<file path="src/pkg/sap_pkg.sv">
package sap_pkg;
  // ****************************************
  // Address field layout
  // ****************************************
  localparam int ADDR_HI = 35;
  localparam int ADDR_LO = 3;
  localparam int ADDR_W = ADDR_HI - ADDR_LO + 1;
  localparam int PAR_HI_LSB = 24;  // Parity group 1 covers 35..24
  localparam int PAR_LO_MSB = 23;  // Parity group 0 covers 23..3
  localparam int MASK_BIT = 20;
  localparam int REQ_W = 5;
  localparam int CFG_APE_OBS = 4;  // Strap: parity error observation
  localparam int CFG_APE_DRV = 5;  // Strap: parity error driver
  localparam logic [ADDR_W-1:0] ADDR_RST = '1;
  localparam logic [1:0] PAR_RST = 2'h3;

  typedef logic [ADDR_W-1:0] sap_addr_t;

  // Parity on active-low lines: high when the count of lows is even
  function automatic logic [1:0] sap_parity(input sap_addr_t a_n);
    logic [1:0] p;
    p[1] = ~^(~a_n[ADDR_HI-ADDR_LO:PAR_HI_LSB-ADDR_LO]);
    p[0] = ~^(~a_n[PAR_LO_MSB-ADDR_LO:0]);
    return p;
  endfunction : sap_parity
endpackage : sap_pkg

</file>
<file path="src/pkg/sap_if.sv">
`timescale 1ns/1ps
`default_nettype none
interface sap_if (
  input wire logic sys_clk,
  input wire logic rst_n
);
  import sap_pkg::*;
  // Active-low bus lines, resolved by the bench from the enables
  sap_addr_t addr_bus;
  logic addr_strobe_n;
  logic [1:0] addr_parity_n;
  logic [sap_pkg::REQ_W-1:0] request_type_n;
  logic request_parity_n;
  logic addr_parity_err_n;
  logic target_ready_n;
  // Initiator drives
  sap_addr_t ini_addr_o;
  logic ini_addr_oe_n;
  logic ini_strobe_o;
  logic [1:0] ini_par_o;
  logic [sap_pkg::REQ_W-1:0] ini_req_o;
  logic ini_rpar_o;
  // Device drives, then the initiator error drive
  sap_addr_t dev_addr_o;
  logic dev_addr_oe_n;
  logic dev_strobe_o;
  logic [1:0] dev_par_o;
  logic [sap_pkg::REQ_W-1:0] dev_req_o;
  logic dev_rpar_o;
  logic dev_err_o;
  logic dev_err_oe_n;
  logic ini_err_o;
  logic ini_err_oe_n;

  modport device (
    input sys_clk, rst_n, addr_bus, addr_strobe_n, addr_parity_n,
    input addr_parity_err_n, target_ready_n,
    output dev_addr_o, dev_addr_oe_n, dev_strobe_o, dev_par_o,
    output dev_req_o, dev_rpar_o, dev_err_o, dev_err_oe_n
  );
  modport agent (
    input sys_clk, rst_n, addr_bus, addr_strobe_n, addr_parity_n,
    input addr_parity_err_n,
    output ini_addr_o, ini_addr_oe_n, ini_strobe_o, ini_par_o,
    output ini_req_o, ini_rpar_o, ini_err_o, ini_err_oe_n
  );
endinterface : sap_if
`default_nettype wire

</file>
<file path="src/core/sap_device.sv">
`timescale 1ns/1ps
`default_nettype none
// Notes on behaviour
// Address lines: address when strobed, else type; sap_agent drives all ones instead of the type
// Parity 1 covers 35..24, 0 covers 23..3
// Parity high for even count of lows
// Parity driven with strobe and address
// Sample address lines at reset release
// Mask address bit 20 when mask asserted
// Mask only asserted in real mode
// Mask valid by target ready of write
// Strobe starts checks of new transaction
// Observed parity error aborts if enabled
// Central agent handles error if disabled
// Everything on rising bus clock edge
// Drive parity error on mismatch if enabled
// Straps held until next reset
module sap_device (
  sap_if.device bus,
  input wire logic core_req,
  input wire sap_pkg::sap_addr_t core_addr,
  input wire logic [sap_pkg::REQ_W-1:0] core_type,
  input wire logic addr20_mask_in,
  output logic core_busy,
  output sap_pkg::sap_addr_t lookup_addr,
  output logic new_txn,
  output sap_pkg::sap_addr_t snoop_addr,
  output logic par_err,
  output logic txn_abort,
  output sap_pkg::sap_addr_t cfg
);
  import sap_pkg::*;

  // ****************************************
  // Input synchronisers and straps
  // ****************************************
  // Pins pass two flops before use, straps excepted; costs two cycles of latency
  sap_addr_t a_s1, a_s2;
  logic ads_s1, ads_s2, err_s1, err_s2, m_s1, m_s2;
  logic [1:0] ap_s1, ap_s2;
  logic cfg_done, next_cfg_done;
  sap_addr_t next_cfg;

  always_ff @(posedge bus.sys_clk or negedge bus.rst_n) begin
    if (!bus.rst_n) begin
      a_s1 <= ADDR_RST;
      a_s2 <= ADDR_RST;
      ads_s1 <= 1'b1;
      ads_s2 <= 1'b1;
      err_s1 <= 1'b1;
      err_s2 <= 1'b1;
      m_s1 <= 1'b0;
      m_s2 <= 1'b0;
    end else begin
      a_s1 <= bus.addr_bus;
      a_s2 <= a_s1;
      ads_s1 <= bus.addr_strobe_n;
      ads_s2 <= ads_s1;
      err_s1 <= bus.addr_parity_err_n;
      err_s2 <= err_s1;
      m_s1 <= addr20_mask_in;  // asynchronous input
      m_s2 <= m_s1;
    end
  end

  always_ff @(posedge bus.sys_clk or negedge bus.rst_n) begin
    if (!bus.rst_n) begin
      ap_s1 <= PAR_RST;
      ap_s2 <= PAR_RST;
    end else begin
      ap_s1 <= bus.addr_parity_n;
      ap_s2 <= ap_s1;
    end
  end

  // Straps taken once, first edge after release, then frozen
  always_comb begin
    next_cfg_done = 1'b1;
    next_cfg = cfg_done ? cfg : ~bus.addr_bus;
  end

  // ****************************************
  // Request issue
  // ****************************************
  typedef enum logic [1:0] {
    DV_IDLE = 2'b00, DV_ADDR = 2'b01, DV_TYPE = 2'b10
  } sap_dv_e;
  sap_dv_e st, next_st;
  sap_addr_t addr, next_addr;
  logic [REQ_W-1:0] rtype, next_rtype;
  sap_addr_t masked;

  always_comb begin
    masked = core_addr;
    if (m_s2) begin
      masked[MASK_BIT-ADDR_LO] = 1'b0;
    end
    next_st = st;
    next_addr = addr;
    next_rtype = rtype;
    case (st)
      DV_IDLE: begin
        if (core_req && cfg_done) begin
          next_st = DV_ADDR;
          next_addr = masked;
          next_rtype = core_type;
        end
      end
      DV_ADDR: next_st = DV_TYPE;
      DV_TYPE: next_st = DV_IDLE;
      default: next_st = DV_IDLE;
    endcase
  end

  always_ff @(posedge bus.sys_clk or negedge bus.rst_n) begin
    if (!bus.rst_n) begin
      st <= DV_IDLE;
      addr <= '0;
      rtype <= '0;
      cfg_done <= 1'b0;
      cfg <= '0;
    end else begin
      st <= next_st;
      addr <= next_addr;
      rtype <= next_rtype;
      cfg_done <= next_cfg_done;
      cfg <= next_cfg;
    end
  end

  // Pins are active low: logical address inverted onto the wires
  always_ff @(posedge bus.sys_clk or negedge bus.rst_n) begin
    if (!bus.rst_n) begin
      bus.dev_addr_o <= ADDR_RST;
      bus.dev_addr_oe_n <= 1'b1;
      bus.dev_strobe_o <= 1'b1;
      bus.dev_par_o <= PAR_RST;
      bus.dev_req_o <= '1;
      bus.dev_rpar_o <= 1'b1;
      core_busy <= 1'b0;
      lookup_addr <= '0;
    end else begin
      core_busy <= (next_st != DV_IDLE) || !cfg_done;
      lookup_addr <= masked;  // cache lookup sees mask too
      bus.dev_addr_oe_n <= (next_st == DV_IDLE);
      bus.dev_strobe_o <= (next_st != DV_ADDR);
      bus.dev_addr_o <= (next_st == DV_TYPE)
        ? {{(ADDR_W-REQ_W){1'b1}}, ~next_rtype} : ~next_addr;
      bus.dev_par_o <= sap_parity(~next_addr);
      bus.dev_req_o <= ~next_rtype;
      bus.dev_rpar_o <= ~^next_rtype;
    end
  end

  // ****************************************
  // Observation and parity check
  // ****************************************
  logic mismatch;
  logic next_drive_err;

  // Strobe starts check; own drive is checked like any other
  always_comb begin
    mismatch = !ads_s2 && (sap_parity(a_s2) != ap_s2);
    next_drive_err = mismatch && cfg[CFG_APE_DRV];
  end

  always_ff @(posedge bus.sys_clk or negedge bus.rst_n) begin
    if (!bus.rst_n) begin
      new_txn <= 1'b0;
      snoop_addr <= '0;
      par_err <= 1'b0;
      txn_abort <= 1'b0;
      bus.dev_err_o <= 1'b1;
      bus.dev_err_oe_n <= 1'b1;
    end else begin
      new_txn <= !ads_s2;
      if (!ads_s2) begin
        snoop_addr <= ~a_s2;  // decode and snoop
      end
      par_err <= mismatch;
      // Without observation, the error is left to a central agent
      txn_abort <= !err_s2 && cfg[CFG_APE_OBS];
      bus.dev_err_o <= !next_drive_err;
      bus.dev_err_oe_n <= !next_drive_err;
    end
  end
endmodule : sap_device
`default_nettype wire

</file>
<file path="src/flat_wrapper.sv">
// flat-port wrapper written by rule: the top's interface ports become plain ports
module sap_device_flat import sap_pkg::*;
  (core_req, core_addr, core_type, addr20_mask_in, core_busy, lookup_addr, new_txn, snoop_addr, par_err, txn_abort, cfg, sys_clk, rst_n, bus_addr_bus, bus_addr_strobe_n, bus_addr_parity_n, bus_addr_parity_err_n, bus_target_ready_n, bus_dev_addr_o, bus_dev_addr_oe_n, bus_dev_strobe_o, bus_dev_par_o, bus_dev_req_o, bus_dev_rpar_o, bus_dev_err_o, bus_dev_err_oe_n);
  sap_if bus_i (.sys_clk(sys_clk), .rst_n(rst_n));
  input wire logic core_req;
  input wire sap_pkg::sap_addr_t core_addr;
  input wire logic [sap_pkg::REQ_W-1:0] core_type;
  input wire logic addr20_mask_in;
  output logic core_busy;
  output sap_pkg::sap_addr_t lookup_addr;
  output logic new_txn;
  output sap_pkg::sap_addr_t snoop_addr;
  output logic par_err;
  output logic txn_abort;
  output sap_pkg::sap_addr_t cfg;
  input wire logic sys_clk;
  input wire logic rst_n;
  input wire logic [$bits(bus_i.addr_bus)-1:0] bus_addr_bus;
  input wire logic [$bits(bus_i.addr_strobe_n)-1:0] bus_addr_strobe_n;
  input wire logic [$bits(bus_i.addr_parity_n)-1:0] bus_addr_parity_n;
  input wire logic [$bits(bus_i.addr_parity_err_n)-1:0] bus_addr_parity_err_n;
  input wire logic [$bits(bus_i.target_ready_n)-1:0] bus_target_ready_n;
  output wire logic [$bits(bus_i.dev_addr_o)-1:0] bus_dev_addr_o;
  output wire logic [$bits(bus_i.dev_addr_oe_n)-1:0] bus_dev_addr_oe_n;
  output wire logic [$bits(bus_i.dev_strobe_o)-1:0] bus_dev_strobe_o;
  output wire logic [$bits(bus_i.dev_par_o)-1:0] bus_dev_par_o;
  output wire logic [$bits(bus_i.dev_req_o)-1:0] bus_dev_req_o;
  output wire logic [$bits(bus_i.dev_rpar_o)-1:0] bus_dev_rpar_o;
  output wire logic [$bits(bus_i.dev_err_o)-1:0] bus_dev_err_o;
  output wire logic [$bits(bus_i.dev_err_oe_n)-1:0] bus_dev_err_oe_n;
  assign bus_i.addr_bus = bus_addr_bus;
  assign bus_i.addr_strobe_n = bus_addr_strobe_n;
  assign bus_i.addr_parity_n = bus_addr_parity_n;
  assign bus_i.addr_parity_err_n = bus_addr_parity_err_n;
  assign bus_i.target_ready_n = bus_target_ready_n;
  assign bus_dev_addr_o = bus_i.dev_addr_o;
  assign bus_dev_addr_oe_n = bus_i.dev_addr_oe_n;
  assign bus_dev_strobe_o = bus_i.dev_strobe_o;
  assign bus_dev_par_o = bus_i.dev_par_o;
  assign bus_dev_req_o = bus_i.dev_req_o;
  assign bus_dev_rpar_o = bus_i.dev_rpar_o;
  assign bus_dev_err_o = bus_i.dev_err_o;
  assign bus_dev_err_oe_n = bus_i.dev_err_oe_n;
  sap_device u_core (.bus(bus_i), .core_req(core_req), .core_addr(core_addr), .core_type(core_type), .addr20_mask_in(addr20_mask_in), .core_busy(core_busy), .lookup_addr(lookup_addr), .new_txn(new_txn), .snoop_addr(snoop_addr), .par_err(par_err), .txn_abort(txn_abort), .cfg(cfg));
endmodule
</file>
<file path="config.mk">
export PLATFORM = sky130hd
export DESIGN_NAME = sap_device_flat
export DESIGN_NICKNAME = d
export VERILOG_FILES = /design/src/pkg/sap_pkg.sv /design/src/pkg/sap_if.sv /design/src/core/sap_device.sv /design/src/flat_wrapper.sv
export SDC_FILE = /design/constraint.sdc
export NUM_CORES = 1
export LEC_CHECK = 0
export ABC_CLOCK_PERIOD_IN_PS = 1900
export BUFFER_PORTS_ARGS = -buffer_cell sky130_fd_sc_hd__clkbuf_2
export CAP_MARGIN = 20
export CORE_AREA = 4 4 137 139
export DETAILED_ROUTE_END_ITERATION = 10
export DIE_AREA = 0 0 141 143
export PLACE_DENSITY = 0.78
export SLEW_MARGIN = 20
export SYNTH_ARGS = -nofsm -noshare
export SYNTH_HDL_FRONTEND = slang
export SYNTH_SLANG_ARGS = --single-unit
export TNS_END_PERCENT = 100
</file>
<file path="constraint.sdc">
create_clock -name sys_clk -period 1.9 [get_ports sys_clk]
set_input_delay 0.38 -clock sys_clk [delete_from_list [all_inputs] [get_ports sys_clk]]
set_output_delay 0.38 -clock sys_clk [all_outputs]
set_load 0.01 [all_outputs]
</file>
==> flow_summary.ini <==
[outcome]
status = completed

[pwr]
clockPowerShare_pct = 37.6
power_mw = 14.8
p_int_mw = 11.1
switching_share_pct = 25.1
vdd_drop_max_v = 0.000800
net-switching-power_mw = 3.70
p_comb_share_pct = 16.9
seqPwrFrac_pct = 45.5
powerDensity_nw_per_um2 = 1240
p_leak_nw = 5.63

[cells_and_area]
fin_cells = 1224
postLayoutCoreUtil_pct = 67.5
final_nets = 1055
layout_commonest_cell = clkbuf_2
num-fill-cells = 1213
drive_gt1_share_pct = 40.6
n_antenna_cell = 0
area_growth_syn_to_layout_pct = 32.1
final_cell_mix = 225 x clkbuf_2, 199 x nand2_1, 145 x dfrtp_1

[yosys]
ys_seq_elements = 264
synth-edff-count = 0
async_flop_share_pct = 100
syn_area_per_cell_um2 = 13.1
yosys.area_share.simple_pct = 8.75
synth_mux_area_share_pct = 1.15
synth_warnings = 0
syn_nets = 767
ys.flop_type = dfrtp_1
synthCells = 687
yosysUniqueCellTypes = 23
synth_top_family_by_area = XOR/XNOR gates
synthAdderAreaFrac_pct = 0
syn_area_um2 = 9020
synthXorXnorAreaFrac_pct = 9.69
synth-compound-area-share_pct = 3.81
yosysSeqAreaShare_pct = 74.8

[detailed_routing]
top_layer = met4
totalWireLength_um = 19800
drt-pass1-iter-count = 4
drtAntennaViolNets = 0
wl_met2_um = 9700
via_per_inst = 4.71
wl_met1_um = 8060
drt_iter0_markers = 296
wire_per_inst_um = 16.2
vias = 5761
route.detailed.drc = 0
wl_met3_um = 1650

[setup_path]
worstPathArrival_ns = 2.13
crit_buf_inv = 0
r2r_slack_ns = 0.21
path_common_cell = xnor2_1
critPathMaxFanout = 2
max_stage_delay_ns = 0.53
endpoint_kind = flip-flop
cpLargestDelayFamily = XOR/XNOR gates
criticalPathCategory = flip-flop to flip-flop
crit_path_cell_trace = xor2_1, xnor2_1, xnor2_1, xnor2_1, xnor2_1, a211o_1
cp-start-kind = flip-flop
crit_slowest_cell = dfstp_2
crit_required_ns = 2.34

[global_route]
grt_pass1_vias = 6160
antenna_found_initial = 0
overflow = 0
grt_pass1_wl_um = 31800
grt_max_degree = 71
grt_usage_pct = 19.9

[timing]
final-setup-viol-count = 0
period_share_pct = 88.7
finalHoldViolCount = 0
timing.fmax_ghz = 0.593
min_period_ns = 1.69
fin_skew_ns = 0.0114
setup_ws_ns = 0.214
drv_slew = 0
setup_tns_ns = 0
worstMarginPinSlew_ns = 0.612
slew_headroom_pct = 59.2
rsz0062_at_grt = false

[flow_run]
max-cap-violations = 0

[placement]
place_congestion = 0.809
dp_hpwl_um = 12700
dp_cells = 1126
io_buffers = 226
dp_slack_ns = 0.190

[floorplan]
die_area_um2 = 20200
die_x_um = 141
start_util_pct = 51.1
die_h_um = 143
io_pins = 228
rows = 49
core_area_um2 = 17700

[cts]
cts-htree-levels = 1
numCtsBuffers = 27
cts_setup_buffers = 0
post_cts_resized = 0
clock_latency_ns = 0.52
cts-root-buf = clkbuf_16
clk_pin_slew_ns = 0.06
cts.hold.buffers_added = 48
cts_tree = yes
clock_sinks = 264
clockBufferDepth = 3

[worst_hold_path]
worst_hold_path_type = primary input to flip-flop
-- cells in the mapped netlist (2+ instances only) --
master | count | share of area, %
buf_1 | 4 | 0.17
buf_4 | 2 | 0.17
clkbuf_1 | 20 | 0.83
dfrtp_1 | 146 | 40
dfstp_2 | 118 | 34
inv_1 | 9 | 0.37
inv_2 | 3 | 0.12
mux2i_1 | 9 | 1.0
nand2_1 | 199 | 8.3
nand2b_1 | 2 | 0.14
nor2_1 | 2 | 0.083
o21ai_0 | 66 | 3.7
xnor2_1 | 90 | 8.7
xor2_1 | 8 | 0.78
-- state kept, by name, summed over array words and instances (netlist names), 2 cells and up --
register	flops
u_core.st	2
u_core.bus.dev_addr_o	33
u_core.a_s2	33
u_core.lookup_addr	33
u_core.cfg	33
u_core.ap_s2	2
u_core.rtype	5
u_core.bus.dev_par_o	2
u_core.addr	33
u_core.a_s1	33
u_core.snoop_addr	33
u_core.bus.dev_req_o	5
u_core.ap_s1	2
-- worst reg2reg max path, delay by kind of cell, from the launching register on --
| family | cells | cell delay (ns) |
|---|---|---|
| xor gates and xnor gates | 5 | 0.81 |
| DFF | 1 | 0.53 |
| AOI/OAI and AO/OA | 1 | 0.27 |
-- metal layers --
layer	track usage, %	vias to the layer above
met4	5.56	0
li1	-	2730
met3	5.53	37
met1	26.0	2780
met2	33.0	214
met5	0	-
-- cell families after synthesis --
| kind of cell | after synthesis |
|---|---|
| other | 1 |
| DFF | 264 |
| AOI/OAI and AO/OA | 68 |
| buffers and inverters | 39 |
| xor gates and xnor gates | 99 |
| and+or+nand+nor | 206 |
| muxes | 10 |
-- worst paths after layout --
check | endpoint | depth (start not counted) | startpoint
max in group asynchronous | u_core.bus.dev_addr_o[26]$_DFF_PN1_ | 3 | rst_n
worst min-delay path | u_core.lookup_addr[5]$_DFF_PN0_ | 1 | core_addr[5]
worst max register to register | u_core.bus.dev_err_o$_DFF_PN1_ | 6 | u_core.a_s2[15]$_DFF_PN1_
worst max-delay path | u_core.bus.dev_err_o$_DFF_PN1_ | 6 | u_core.a_s2[15]$_DFF_PN1_
worst min register to register | u_core.a_s2[2]$_DFF_PN1_ | 0 | u_core.a_s1[2]$_DFF_PN1_
min in group asynchronous | u_core.snoop_addr[9]$_DFFE_PN0N_ | 2 | rst_n
-- per-stage QoR --
step / cell area [µm²] / hold slack (ns)
final: 11900 / 0.0185
after global routing: 11900 / 0.00131
after CTS: 11900 / 0.000488
after detailed placement: 10500 / 0.282
after global placement: 10500 / 0.281
after floorplan: 9020 / 0.0844
-- final cells by class --
| class | count | area (µm²) | area share, % |
|---|---|---|---|
| clock buffers | 40 | 774 | 6.50 |
| flip-flops and latches | 264 | 6760 | 56.7 |
| multi-input cells | 384 | 2120 | 17.7 |
| clock inverters | 9 | 170 | 1.43 |
| well taps | 229 | 287 | 2.40 |
| repair buffers | 286 | 1780 | 14.9 |
| inverters | 12 | 45.0 | 0.378 |
-- power groups by stage --
stage	sequential [mW]	combinational [mW]	clock [mW]
floorplan	6.97	1.33	0
global placement	6.80	2.38	0
detailed placement	6.81	2.44	0
CTS	6.73	2.54	5.67
global route	6.80	2.77	5.95
finish	6.73	2.49	5.56
Note: power is estimated with default switching activity, not from simulation.
